===== src/logic/ifd_pkg.sv =====
package ifd_pkg;

   // Word and field geometry
   localparam int WORD_W    = 16;
   localparam int OP_MSB    = 15;
   localparam int OP_LSB    = 12;
   localparam int FIRST_MSB = 11;
   localparam int FIRST_LSB = 6;
   localparam int RES_MSB   = 5;
   localparam int RES_LSB   = 0;
   localparam int TEST_MSB  = 11;
   localparam int TEST_LSB  = 8;
   localparam int DISP_MSB  = 7;
   localparam int SPEC_MSB  = 5;
   localparam int MODE_MSB  = 5;
   localparam int MODE_LSB  = 3;
   localparam int IMM_MSB   = 4;
   localparam int RSEL_MSB  = 2;

   // Default opcode values
   localparam logic [3:0] OPC_MOV     = 4'h0;
   localparam logic [3:0] OPC_ADD     = 4'h1;
   localparam logic [3:0] OPC_SUB     = 4'h2;
   localparam logic [3:0] OPC_CMP     = 4'h3;
   localparam logic [3:0] OPC_AND     = 4'h4;
   localparam logic [3:0] OPC_OR      = 4'h5;
   localparam logic [3:0] OPC_XOR     = 4'h6;
   localparam logic [3:0] OPC_SHL     = 4'h7;
   localparam logic [3:0] OPC_SHR     = 4'h8;
   localparam logic [3:0] OPC_LDM     = 4'h9;
   localparam logic [3:0] OPC_STM     = 4'hA;
   localparam logic [3:0] OPC_JUMP    = 4'hB;
   localparam logic [3:0] OPC_CALL    = 4'hC;
   localparam logic [3:0] OPC_EXIT    = 4'hD;
   localparam logic [3:0] OPC_GATE    = 4'hE;
   localparam logic [3:0] OPC_COND_BR = 4'hF;

   // Default mode codes
   localparam logic [2:0] MODE_REG_DEF = 3'h4;
   localparam logic [2:0] MODE_IND_DEF = 3'h5;
   localparam logic [2:0] MODE_IDX_DEF = 3'h6;
   localparam logic [2:0] MODE_SPECIAL = 3'h7;
   localparam logic [2:0] M7_ABS_DEF   = 3'h0;
   localparam logic [2:0] M7_INC_DEF   = 3'h1;
   localparam logic [2:0] M7_DEC_DEF   = 3'h2;
   localparam logic [2:0] SP_INDEX     = 3'h7;

   // Flag positions
   localparam int FLAG_N = 3;
   localparam int FLAG_Z = 2;
   localparam int FLAG_V = 1;
   localparam int FLAG_C = 0;

   // Register map, byte addresses
   localparam logic [4:0] ADDR_CTRL    = 5'h00;
   localparam logic [4:0] ADDR_STATUS  = 5'h04;
   localparam logic [4:0] ADDR_MASK    = 5'h08;
   localparam logic [4:0] ADDR_LAST_IR = 5'h0C;
   localparam logic [4:0] ADDR_FLAGS   = 5'h10;

   localparam int CTRL_TRAP_EN   = 0;
   localparam int CTRL_IMM_DEST  = 1;
   localparam int EV_ILLEGAL     = 0;
   localparam int EV_EXT_INT     = 1;
   localparam int FLAGS_TAKEN    = 4;

   localparam logic [1:0] CTRL_RST = 2'h1;
   localparam logic [1:0] MASK_RST = 2'h0;

   typedef enum logic [2:0] {
      K_NONE, K_IMM, K_REG, K_IND, K_IDX, K_ABS, K_INC, K_DEC
   } ifd_kind_t;

   typedef struct packed {
      ifd_kind_t  kind;
      logic [2:0] rsel;
      logic [4:0] imm;
      logic       bad;
   } ifd_spec_t;

endpackage


===== src/logic/ifd_decoder.sv =====
`timescale 1ns/100ps
module ifd_decoder #(
   parameter logic [3:0] P_OP_MOV     = ifd_pkg::OPC_MOV,
   parameter logic [3:0] P_OP_ADD     = ifd_pkg::OPC_ADD,
   parameter logic [3:0] P_OP_SUB     = ifd_pkg::OPC_SUB,
   parameter logic [3:0] P_OP_CMP     = ifd_pkg::OPC_CMP,
   parameter logic [3:0] P_OP_AND     = ifd_pkg::OPC_AND,
   parameter logic [3:0] P_OP_OR      = ifd_pkg::OPC_OR,
   parameter logic [3:0] P_OP_XOR     = ifd_pkg::OPC_XOR,
   parameter logic [3:0] P_OP_SHL     = ifd_pkg::OPC_SHL,
   parameter logic [3:0] P_OP_SHR     = ifd_pkg::OPC_SHR,
   parameter logic [3:0] P_OP_LDM     = ifd_pkg::OPC_LDM,
   parameter logic [3:0] P_OP_STM     = ifd_pkg::OPC_STM,
   parameter logic [3:0] P_OP_JUMP    = ifd_pkg::OPC_JUMP,
   parameter logic [3:0] P_OP_CALL    = ifd_pkg::OPC_CALL,
   parameter logic [3:0] P_OP_EXIT    = ifd_pkg::OPC_EXIT,
   parameter logic [3:0] P_OP_GATE    = ifd_pkg::OPC_GATE,
   parameter logic [3:0] P_OP_COND_BR = ifd_pkg::OPC_COND_BR,
   parameter logic [2:0] P_MODE_REG   = ifd_pkg::MODE_REG_DEF,
   parameter logic [2:0] P_MODE_IND   = ifd_pkg::MODE_IND_DEF,
   parameter logic [2:0] P_MODE_IDX   = ifd_pkg::MODE_IDX_DEF,
   parameter logic [2:0] P_M7_ABS     = ifd_pkg::M7_ABS_DEF,
   parameter logic [2:0] P_M7_INC     = ifd_pkg::M7_INC_DEF,
   parameter logic [2:0] P_M7_DEC     = ifd_pkg::M7_DEC_DEF
) (
   input  wire logic              I_MCLK,
   input  wire logic              I_RST_N,
   input  wire logic              I_IR_LOAD,
   input  wire logic [15:0]       I_IR_WORD,
   input  wire logic [15:0]       I_PC,
   input  wire logic [3:0]        I_PROCESSOR_FLAGS,
   input  wire logic              I_RF_WE,
   input  wire logic [2:0]        I_RF_WADDR,
   input  wire logic [15:0]       I_RF_WDATA,
   input  wire logic              I_EXT_IRQ,
   input  wire logic [4:0]        I_AVS_ADDRESS,
   input  wire logic              I_AVS_READ,
   input  wire logic              I_AVS_WRITE,
   input  wire logic [31:0]       I_AVS_WRITEDATA,
   input  wire logic [3:0]        I_AVS_BYTEENABLE,
   output logic [31:0]            O_AVS_READDATA,
   output logic                   O_AVS_WAITREQUEST,
   output logic                   O_IRQ,
   output logic                   O_DECODE_VALID,
   output logic [3:0]             O_OPCODE,
   output logic [5:0]             O_FIRST_OPERAND_SPEC,
   output logic [5:0]             O_RESULT_OPERAND_SPEC,
   output ifd_pkg::ifd_kind_t     O_FIRST_OPERAND_ADDR_KIND,
   output logic [2:0]             O_FIRST_OPERAND_REG_SEL,
   output logic [4:0]             O_FIRST_OPERAND_IMM,
   output logic                   O_FIRST_OPERAND_USED,
   output logic [15:0]            O_FIRST_OPERAND_VALUE,
   output ifd_pkg::ifd_kind_t     O_RESULT_OPERAND_ADDR_KIND,
   output logic [2:0]             O_RESULT_OPERAND_REG_SEL,
   output logic [4:0]             O_RESULT_OPERAND_IMM,
   output logic                   O_RESULT_OPERAND_USED,
   output logic [15:0]            O_RESULT_OPERAND_VALUE,
   output logic                   O_RESULT_WRITE,
   output logic                   O_CONDITIONAL_BRANCH_INSTR,
   output logic [3:0]             O_BRANCH_TEST_SELECT,
   output logic [15:0]            O_BRANCH_DISPLACEMENT,
   output logic                   O_BRANCH_TAKEN,
   output logic [15:0]            O_BRANCH_TARGET,
   output logic                   O_UNCONDITIONAL_JUMP_INSTR,
   output logic                   O_SUBROUTINE_CALL_INSTR,
   output logic                   O_SUBROUTINE_EXIT_INSTR,
   output logic                   O_INTERRUPT_GATE_INSTR,
   output logic                   O_ILLEGAL_TRAP
);
   import ifd_pkg::*;

   typedef struct packed {
      logic              sync1;
      logic              sync2;
      logic              sync3;
      logic [15:0]       ir;
      logic              pend;
      logic [15:0]       pc;
      logic [3:0]        flags;
      logic [7:0][15:0]  rf;
      logic [3:0]        opcode;
      logic [5:0]        f_spec;
      logic [5:0]        r_spec;
      ifd_spec_t         f_dec;
      ifd_spec_t         r_dec;
      logic              f_used;
      logic              r_used;
      logic [15:0]       f_val;
      logic [15:0]       r_val;
      logic              r_write;
      logic              is_cbr;
      logic              is_jump;
      logic              is_call;
      logic              is_exit;
      logic              is_gate;
      logic [3:0]        br_sel;
      logic [15:0]       br_disp;
      logic              br_taken;
      logic [15:0]       br_target;
      logic              valid;
      logic              trap;
      logic [1:0]        ctrl;
      logic [1:0]        status;
      logic [1:0]        mask;
      logic              ack;
      logic [31:0]       rdata;
   } ifd_state_t;

   ifd_state_t s_reg;
   ifd_state_t s_next;

   // Operand spec decode, shared by both specifiers
   function automatic ifd_spec_t dec_spec(input logic [5:0] sp);
      ifd_spec_t d;
      d = '0;
      d.kind = K_NONE;
      if (!sp[SPEC_MSB]) begin
         d.kind = K_IMM;
         d.imm  = sp[IMM_MSB:0];
      end else if (sp[MODE_MSB:MODE_LSB] == MODE_SPECIAL) begin
         if (sp[RSEL_MSB:0] == P_M7_ABS) begin
            d.kind = K_ABS;
         end else if (sp[RSEL_MSB:0] == P_M7_INC) begin
            d.kind = K_INC;
            d.rsel = SP_INDEX;
         end else if (sp[RSEL_MSB:0] == P_M7_DEC) begin
            d.kind = K_DEC;
            d.rsel = SP_INDEX;
         end else begin
            d.bad = 1'b1;
         end
      end else begin
         d.rsel = sp[RSEL_MSB:0];
         if (sp[MODE_MSB:MODE_LSB] == P_MODE_REG) begin
            d.kind = K_REG;
         end else if (sp[MODE_MSB:MODE_LSB] == P_MODE_IND) begin
            d.kind = K_IND;
         end else if (sp[MODE_MSB:MODE_LSB] == P_MODE_IDX) begin
            d.kind = K_IDX;
         end else begin
            d.rsel = '0;
            d.bad  = 1'b1;
         end
      end
      return d;
   endfunction

   // Instructions that store into the result location
   function automatic logic writes_result(input logic [3:0] op);
      return (op == P_OP_MOV) || (op == P_OP_ADD) || (op == P_OP_SUB) ||
             (op == P_OP_AND) || (op == P_OP_OR) || (op == P_OP_XOR) ||
             (op == P_OP_SHL) || (op == P_OP_SHR) || (op == P_OP_LDM);
   endfunction

   // Branch test on the flags, top select bit inverts
   function automatic logic test_true(input logic [3:0] sel, input logic [3:0] f);
      logic t;
      t = 1'b0;
      unique case (sel[2:0])
         3'h0: t = 1'b1;
         3'h1: t = f[FLAG_Z];
         3'h2: t = f[FLAG_C];
         3'h3: t = f[FLAG_N];
         3'h4: t = f[FLAG_V];
         3'h5: t = f[FLAG_C] | f[FLAG_Z];
         3'h6: t = f[FLAG_N] ^ f[FLAG_V];
         3'h7: t = (f[FLAG_N] ^ f[FLAG_V]) | f[FLAG_Z];
      endcase
      return t ^ sel[3];
   endfunction

   function automatic logic [31:0] read_word(input ifd_state_t s, input logic [4:0] a);
      logic [31:0] w;
      w = '0;
      unique case (a)
         ADDR_CTRL:    w[1:0] = s.ctrl;
         ADDR_STATUS:  w[1:0] = s.status;
         ADDR_MASK:    w[1:0] = s.mask;
         ADDR_LAST_IR: w = {s.pc, s.ir};
         ADDR_FLAGS:   w[FLAGS_TAKEN:0] = {s.br_taken, s.flags};
         default:      w = '0;
      endcase
      return w;
   endfunction

   always_comb begin
      ifd_spec_t  fd;
      ifd_spec_t  rd;
      logic [3:0] op;
      logic       bad;
      logic [1:0] ev;
      logic [1:0] clr;
      logic       req;
      fd  = '0;
      rd  = '0;
      op  = '0;
      bad = 1'b0;
      ev  = '0;
      clr = '0;
      s_next = s_reg;

      // Pin synchroniser and edge detect
      s_next.sync1 = I_EXT_IRQ;
      s_next.sync2 = s_reg.sync1;
      s_next.sync3 = s_reg.sync2;
      ev[EV_EXT_INT] = s_reg.sync2 & ~s_reg.sync3;

      // Register file writes
      for (int i = 0; i < 8; i++) begin
         if (I_RF_WE && (I_RF_WADDR == 3'(i))) begin
            s_next.rf[i] = I_RF_WDATA;
         end
      end

      // Instruction register load
      s_next.pend = I_IR_LOAD;
      if (I_IR_LOAD) begin
         s_next.ir    = I_IR_WORD;
         s_next.pc    = I_PC;
         s_next.flags = I_PROCESSOR_FLAGS;
      end

      // Decode one edge after load
      s_next.valid = 1'b0;
      s_next.trap  = 1'b0;
      if (s_reg.pend) begin
         op = s_reg.ir[OP_MSB:OP_LSB];
         s_next.opcode  = op;
         s_next.f_spec  = s_reg.ir[FIRST_MSB:FIRST_LSB];
         s_next.r_spec  = s_reg.ir[RES_MSB:RES_LSB];
         s_next.is_cbr  = (op == P_OP_COND_BR);
         s_next.is_jump = (op == P_OP_JUMP);
         s_next.is_call = (op == P_OP_CALL);
         s_next.is_exit = (op == P_OP_EXIT);
         s_next.is_gate = (op == P_OP_GATE);
         s_next.f_used  = !(s_next.is_cbr || s_next.is_jump || s_next.is_call ||
                            s_next.is_exit || s_next.is_gate);
         s_next.r_used  = !(s_next.is_cbr || s_next.is_exit || s_next.is_gate);
         s_next.r_write = writes_result(op);
         fd = dec_spec(s_reg.ir[FIRST_MSB:FIRST_LSB]);
         rd = dec_spec(s_reg.ir[RES_MSB:RES_LSB]);
         if (!s_next.f_used) begin
            fd = '0;
            fd.kind = K_NONE;
         end
         if (!s_next.r_used) begin
            rd = '0;
            rd.kind = K_NONE;
         end
         s_next.f_dec = fd;
         s_next.r_dec = rd;
         s_next.f_val = s_reg.rf[fd.rsel];
         s_next.r_val = s_reg.rf[rd.rsel];
         s_next.br_sel   = s_reg.ir[TEST_MSB:TEST_LSB];
         s_next.br_disp  = {{8{s_reg.ir[DISP_MSB]}}, s_reg.ir[DISP_MSB:0]};
         s_next.br_taken = s_next.is_cbr && test_true(s_next.br_sel, s_reg.flags);
         s_next.br_target = s_next.br_taken ? 16'(s_reg.pc + s_next.br_disp) :
                                              s_reg.pc;
         bad = fd.bad | rd.bad |
               (s_reg.ctrl[CTRL_IMM_DEST] & s_next.r_write & (rd.kind == K_IMM));
         s_next.valid = 1'b1;
         s_next.trap  = bad & s_reg.ctrl[CTRL_TRAP_EN];
         ev[EV_ILLEGAL] = s_next.trap;
      end

      // Avalon slave, one wait cycle per access
      req = I_AVS_READ | I_AVS_WRITE;
      s_next.ack = req & ~s_reg.ack;
      if (I_AVS_READ && !s_reg.ack) begin
         s_next.rdata = read_word(s_reg, I_AVS_ADDRESS);
      end
      if (I_AVS_WRITE && s_reg.ack && I_AVS_BYTEENABLE[0]) begin
         unique case (I_AVS_ADDRESS)
            ADDR_CTRL:   s_next.ctrl = I_AVS_WRITEDATA[1:0];
            ADDR_STATUS: clr = I_AVS_WRITEDATA[1:0];
            ADDR_MASK:   s_next.mask = I_AVS_WRITEDATA[1:0];
            default:     clr = '0;
         endcase
      end

      // Sticky events, set wins over clear
      s_next.status = (s_reg.status & ~clr) | ev;
   end

   always_ff @(posedge I_MCLK) begin
      if (!I_RST_N) begin
         s_reg      <= '0;
         s_reg.ctrl <= CTRL_RST;
         s_reg.mask <= MASK_RST;
      end else begin
         s_reg <= s_next;
      end
   end

   assign O_AVS_READDATA             = s_reg.rdata;
   assign O_AVS_WAITREQUEST          = (I_AVS_READ | I_AVS_WRITE) & ~s_reg.ack;
   assign O_IRQ                      = |(s_reg.status & s_reg.mask);
   assign O_DECODE_VALID             = s_reg.valid;
   assign O_OPCODE                   = s_reg.opcode;
   assign O_FIRST_OPERAND_SPEC       = s_reg.f_spec;
   assign O_RESULT_OPERAND_SPEC      = s_reg.r_spec;
   assign O_FIRST_OPERAND_ADDR_KIND  = s_reg.f_dec.kind;
   assign O_FIRST_OPERAND_REG_SEL    = s_reg.f_dec.rsel;
   assign O_FIRST_OPERAND_IMM        = s_reg.f_dec.imm;
   assign O_FIRST_OPERAND_USED       = s_reg.f_used;
   assign O_FIRST_OPERAND_VALUE      = s_reg.f_val;
   assign O_RESULT_OPERAND_ADDR_KIND = s_reg.r_dec.kind;
   assign O_RESULT_OPERAND_REG_SEL   = s_reg.r_dec.rsel;
   assign O_RESULT_OPERAND_IMM       = s_reg.r_dec.imm;
   assign O_RESULT_OPERAND_USED      = s_reg.r_used;
   assign O_RESULT_OPERAND_VALUE     = s_reg.r_val;
   assign O_RESULT_WRITE             = s_reg.r_write;
   assign O_CONDITIONAL_BRANCH_INSTR = s_reg.is_cbr;
   assign O_BRANCH_TEST_SELECT       = s_reg.br_sel;
   assign O_BRANCH_DISPLACEMENT      = s_reg.br_disp;
   assign O_BRANCH_TAKEN             = s_reg.br_taken;
   assign O_BRANCH_TARGET            = s_reg.br_target;
   assign O_UNCONDITIONAL_JUMP_INSTR = s_reg.is_jump;
   assign O_SUBROUTINE_CALL_INSTR    = s_reg.is_call;
   assign O_SUBROUTINE_EXIT_INSTR    = s_reg.is_exit;
   assign O_INTERRUPT_GATE_INSTR     = s_reg.is_gate;
   assign O_ILLEGAL_TRAP             = s_reg.trap;

   // Checks
   logic [3:0] ir_op_w;
   logic [5:0] ir_first_w;
   logic [5:0] ir_res_w;
   logic       pend_w;
   assign ir_op_w    = s_reg.ir[OP_MSB:OP_LSB];
   assign ir_first_w = s_reg.ir[FIRST_MSB:FIRST_LSB];
   assign ir_res_w   = s_reg.ir[RES_MSB:RES_LSB];
   assign pend_w     = s_reg.pend;
endmodule


===== config.mk =====
export PLATFORM = sky130hd
export DESIGN_NAME = ifd_decoder
export DESIGN_NICKNAME = d
export VERILOG_FILES = /design/src/logic/ifd_pkg.sv /design/src/logic/ifd_decoder.sv
export SDC_FILE = /design/constraint.sdc
export NUM_CORES = 1
export LEC_CHECK = 0
export ABC_CLOCK_PERIOD_IN_PS = 5050
export BUFFER_PORTS_ARGS = -buffer_cell sky130_fd_sc_hd__buf_4
export CORE_ASPECT_RATIO = 1.5
export CORE_MARGIN = 8
export CORE_UTILIZATION = 50
export DETAILED_ROUTE_END_ITERATION = 8
export MAX_ROUTING_LAYER = met4
export PLACE_DENSITY = 0.79
export SETUP_SLACK_MARGIN = 0.02
export SYNTH_ARGS = -nofsm -noshare
export SYNTH_HDL_FRONTEND = slang
export SYNTH_SLANG_ARGS = --single-unit

===== constraint.sdc =====
create_clock -name I_MCLK -period 5.05 [get_ports I_MCLK]
set_clock_uncertainty 0.05 [all_clocks]
set_input_delay 1.01 -clock I_MCLK [delete_from_list [all_inputs] [get_ports I_MCLK]]
set_output_delay 1.01 -clock I_MCLK [all_outputs]
set_load 0.03 [all_outputs]

==> flow_summary.json <==
{
  "status": "finished, final reports clean",
  "cp-end-kind": "flip-flop",
  "slew_headroom": 0.0575,
  "initial_utilization": 0.505,
  "placed_cell_area_um2": 16300,
  "max_freq_mhz": 299,
  "cts_hold_buffers": 0,
  "power_density_nw_per_um2": 312,
  "nets": 1929,
  "period_needed_ps": 3340,
  "drt_iter0_markers": 1127,
  "finalWirelength_mm": 47.9,
  "final_area_um2": 17400,
  "start_kind": "flip-flop",
  "ys_ff_latch": 304,
  "worst_ep_required_time_ps": 5440,
  "cp_cell_sequence": "and3_1, nor2_4, buf_4, nor3_4, buf_4, mux2i_1, o21ai_1, a22o_1",
  "synth_compound_area_frac": 0.214,
  "h-tree-depth": 1,
  "worst_slew_pin_slew_ps": 1400,
  "hold_viol": 0,
  "grt_max_degree": 108,
  "synth_edf_count": 0,
  "multiInputGateArea_um2": 7860,
  "cp.arrival_ps": 3730,
  "syn-num-nets": 1936,
  "largest_register_ffs": 156,
  "area_delta_synth_final_pct": 11.1,
  "clock_latency_ps": 550,
  "syn_area_per_cell_um2": 8.60,
  "cts_tree": "built",
  "synth_warnings": 0,
  "coreArea_um2": 30900,
  "crit_top_cell": "buf_4",
  "viasPerCell": 5.97,
  "synthArstFlopShare": 0,
  "final_antenna_net_count": 0,
  "hold_class": "reg -> reg",
  "netlist-cell-type-count": 68,
  "antenna_found_initial": 3,
  "synth_top_family_by_area": "compound AO/OA/AOI/OAI gates",
  "cts_resized": 0,
  "rsz0062_at_grt": "no",
  "yosys.area_share.simple": 0.173,
  "drive_gt1_frac": 0.177,
  "seqCellArea_um2": 6090,
  "port_buffers": 220,
  "setup_violations": 0,
  "fin_tns_setup_ps": 0,
  "maxCapViolCount": 0,
  "synthXorXnorAreaFrac": 0.00673,
  "grt_usage": 0.252,
  "drc": 0,
  "p_leak_uw": 0.00645,
  "wl_per_cell_um": 21.4,
  "row_count": 79,
  "max_stage_delay_ps": 750,
  "die-area_um2": 37300,
  "die_w_um": 160,
  "cp_max_fo": 62,
  "ys_seq_area_frac": 0.390,
  "fin_hold_ws_ps": 392,
  "clock_path_buffers": 3,
  "synth_area_um2": 15600,
  "synthAdderAreaFrac": 0.0133,
  "fill_cells": 2727,
  "dr.pass1.iters": 8,
  "grt_pass1_wl_mm": 73.3,
  "cts_sinks": 304,
  "cts_setup_buffers": 0,
  "die_h_um": 232,
  "vias": 13358,
  "peakVddDrop_v": 0.000211,
  "finalMaxSlewViolations": 0,
  "worstSetupPathType": "reg -> reg",
  "ys.flop_type": "dfxtp_1",
  "mostFrequentLayoutCell": "nand2_1",
  "path_clk_slew_ps": 70,
  "dp_hpwl_mm": 32.6,
  "timing.final.crit_share": 0.662,
  "grt_overflow_total": 0,
  "ioPinCount": 254,
  "synth_mux_area_frac": 0.0920,
  "clockRootBuffer": "clkbuf_16",
  "final_cell_mix": "nand2_1 (324), dfxtp_1 (303), buf_4 (239)",
  "cp_slowest_cell": "buf_4",
  "grt_pass1_vias": 13214,
  "syn_inst": 1817,
  "gp_congestion": 0.863,
  "cts_buffers": 27
}
cell type report:
cell class | count | area share
Inverter | 20 | 0.00433
Clock inverter | 11 | 0.0136
Timing Repair Buffer | 240 | 0.104
Tap cell | 405 | 0.0292
Sequential cell | 304 | 0.351
Multi-Input combinational cell | 1217 | 0.453
Antenna cell | 3 | 0.000433
Clock buffer | 38 | 0.0448
final timing paths:
check	start	endpoint	slack, ps	cells past startpoint
worst min-delay path	s_next[324]	s_next[323]	390	1
worst max-delay path	ir_res_w[5]	O_RESULT_OPERAND_VALUE[8]	1710	8
worst max register to register	ir_res_w[5]	O_RESULT_OPERAND_VALUE[8]	1710	8
worst min register to register	s_next[324]	s_next[323]	390	1
power breakdown:
group	switching, uW	internal, uW
clock	918	1430
combinational	320	207
sequential	83.9	2460
per-layer routing:
metal  global-route usage  routed length (um)
met1                0.261               17100
met2                0.422               23100
met3               0.0538                4130
met4                0.178                3530
met5                    -                   0
kinds of logic (layout without fill, tap and decap cells):
logic type | count (synthesis) | after routing
simple gates | 582 | 582
buf+inv | 296 | 309
other cells | 0 | 3
flops | 304 | 304
xor+xnor | 12 | 12
compound gates | 466 | 466
mux | 141 | 141
fa+ha+maj | 16 | 16
cell usage after synthesis, types with 16 or more instances:
master,instances,share of area
buf_4,143,0.069
a22oi_1,63,0.030
nor2_1,46,0.011
mux2i_1,138,0.088
nand2_1,324,0.078
nand3_1,23,0.0074
clkbuf_1,85,0.020
o21ai_0,50,0.016
o221ai_1,16,0.0090
inv_1,20,0.0048
buf_2,19,0.0061
dfxtp_1,304,0.39
nor2b_1,120,0.048
o22ai_1,33,0.013
a21boi_0,141,0.068
a21oi_1,47,0.015
critical path, delay by kind of cell, from the launching register on:
family	cells	cell delay, ps
mux	1	270
buf+inv	2	1050
compound gates	2	350
flops	1	730
simple gates	3	720
per-stage QoR:
stage / instances / setup WS [ps] / power (uW) / util
5_1_grt: 2238 / 1600 / 5570 / 0.561
3_3_place_gp: 2186 / 1470 / 3090 / 0.528
4_1_cts: 2235 / 1740 / 5430 / 0.561
2_1_floorplan: 1817 / 2450 / 2940 / -
6_report: 2238 / 1710 / 5410 / 0.561
3_5_place_dp: 2186 / 1400 / 3110 / 0.528
(Power assumes the default switching activity.)
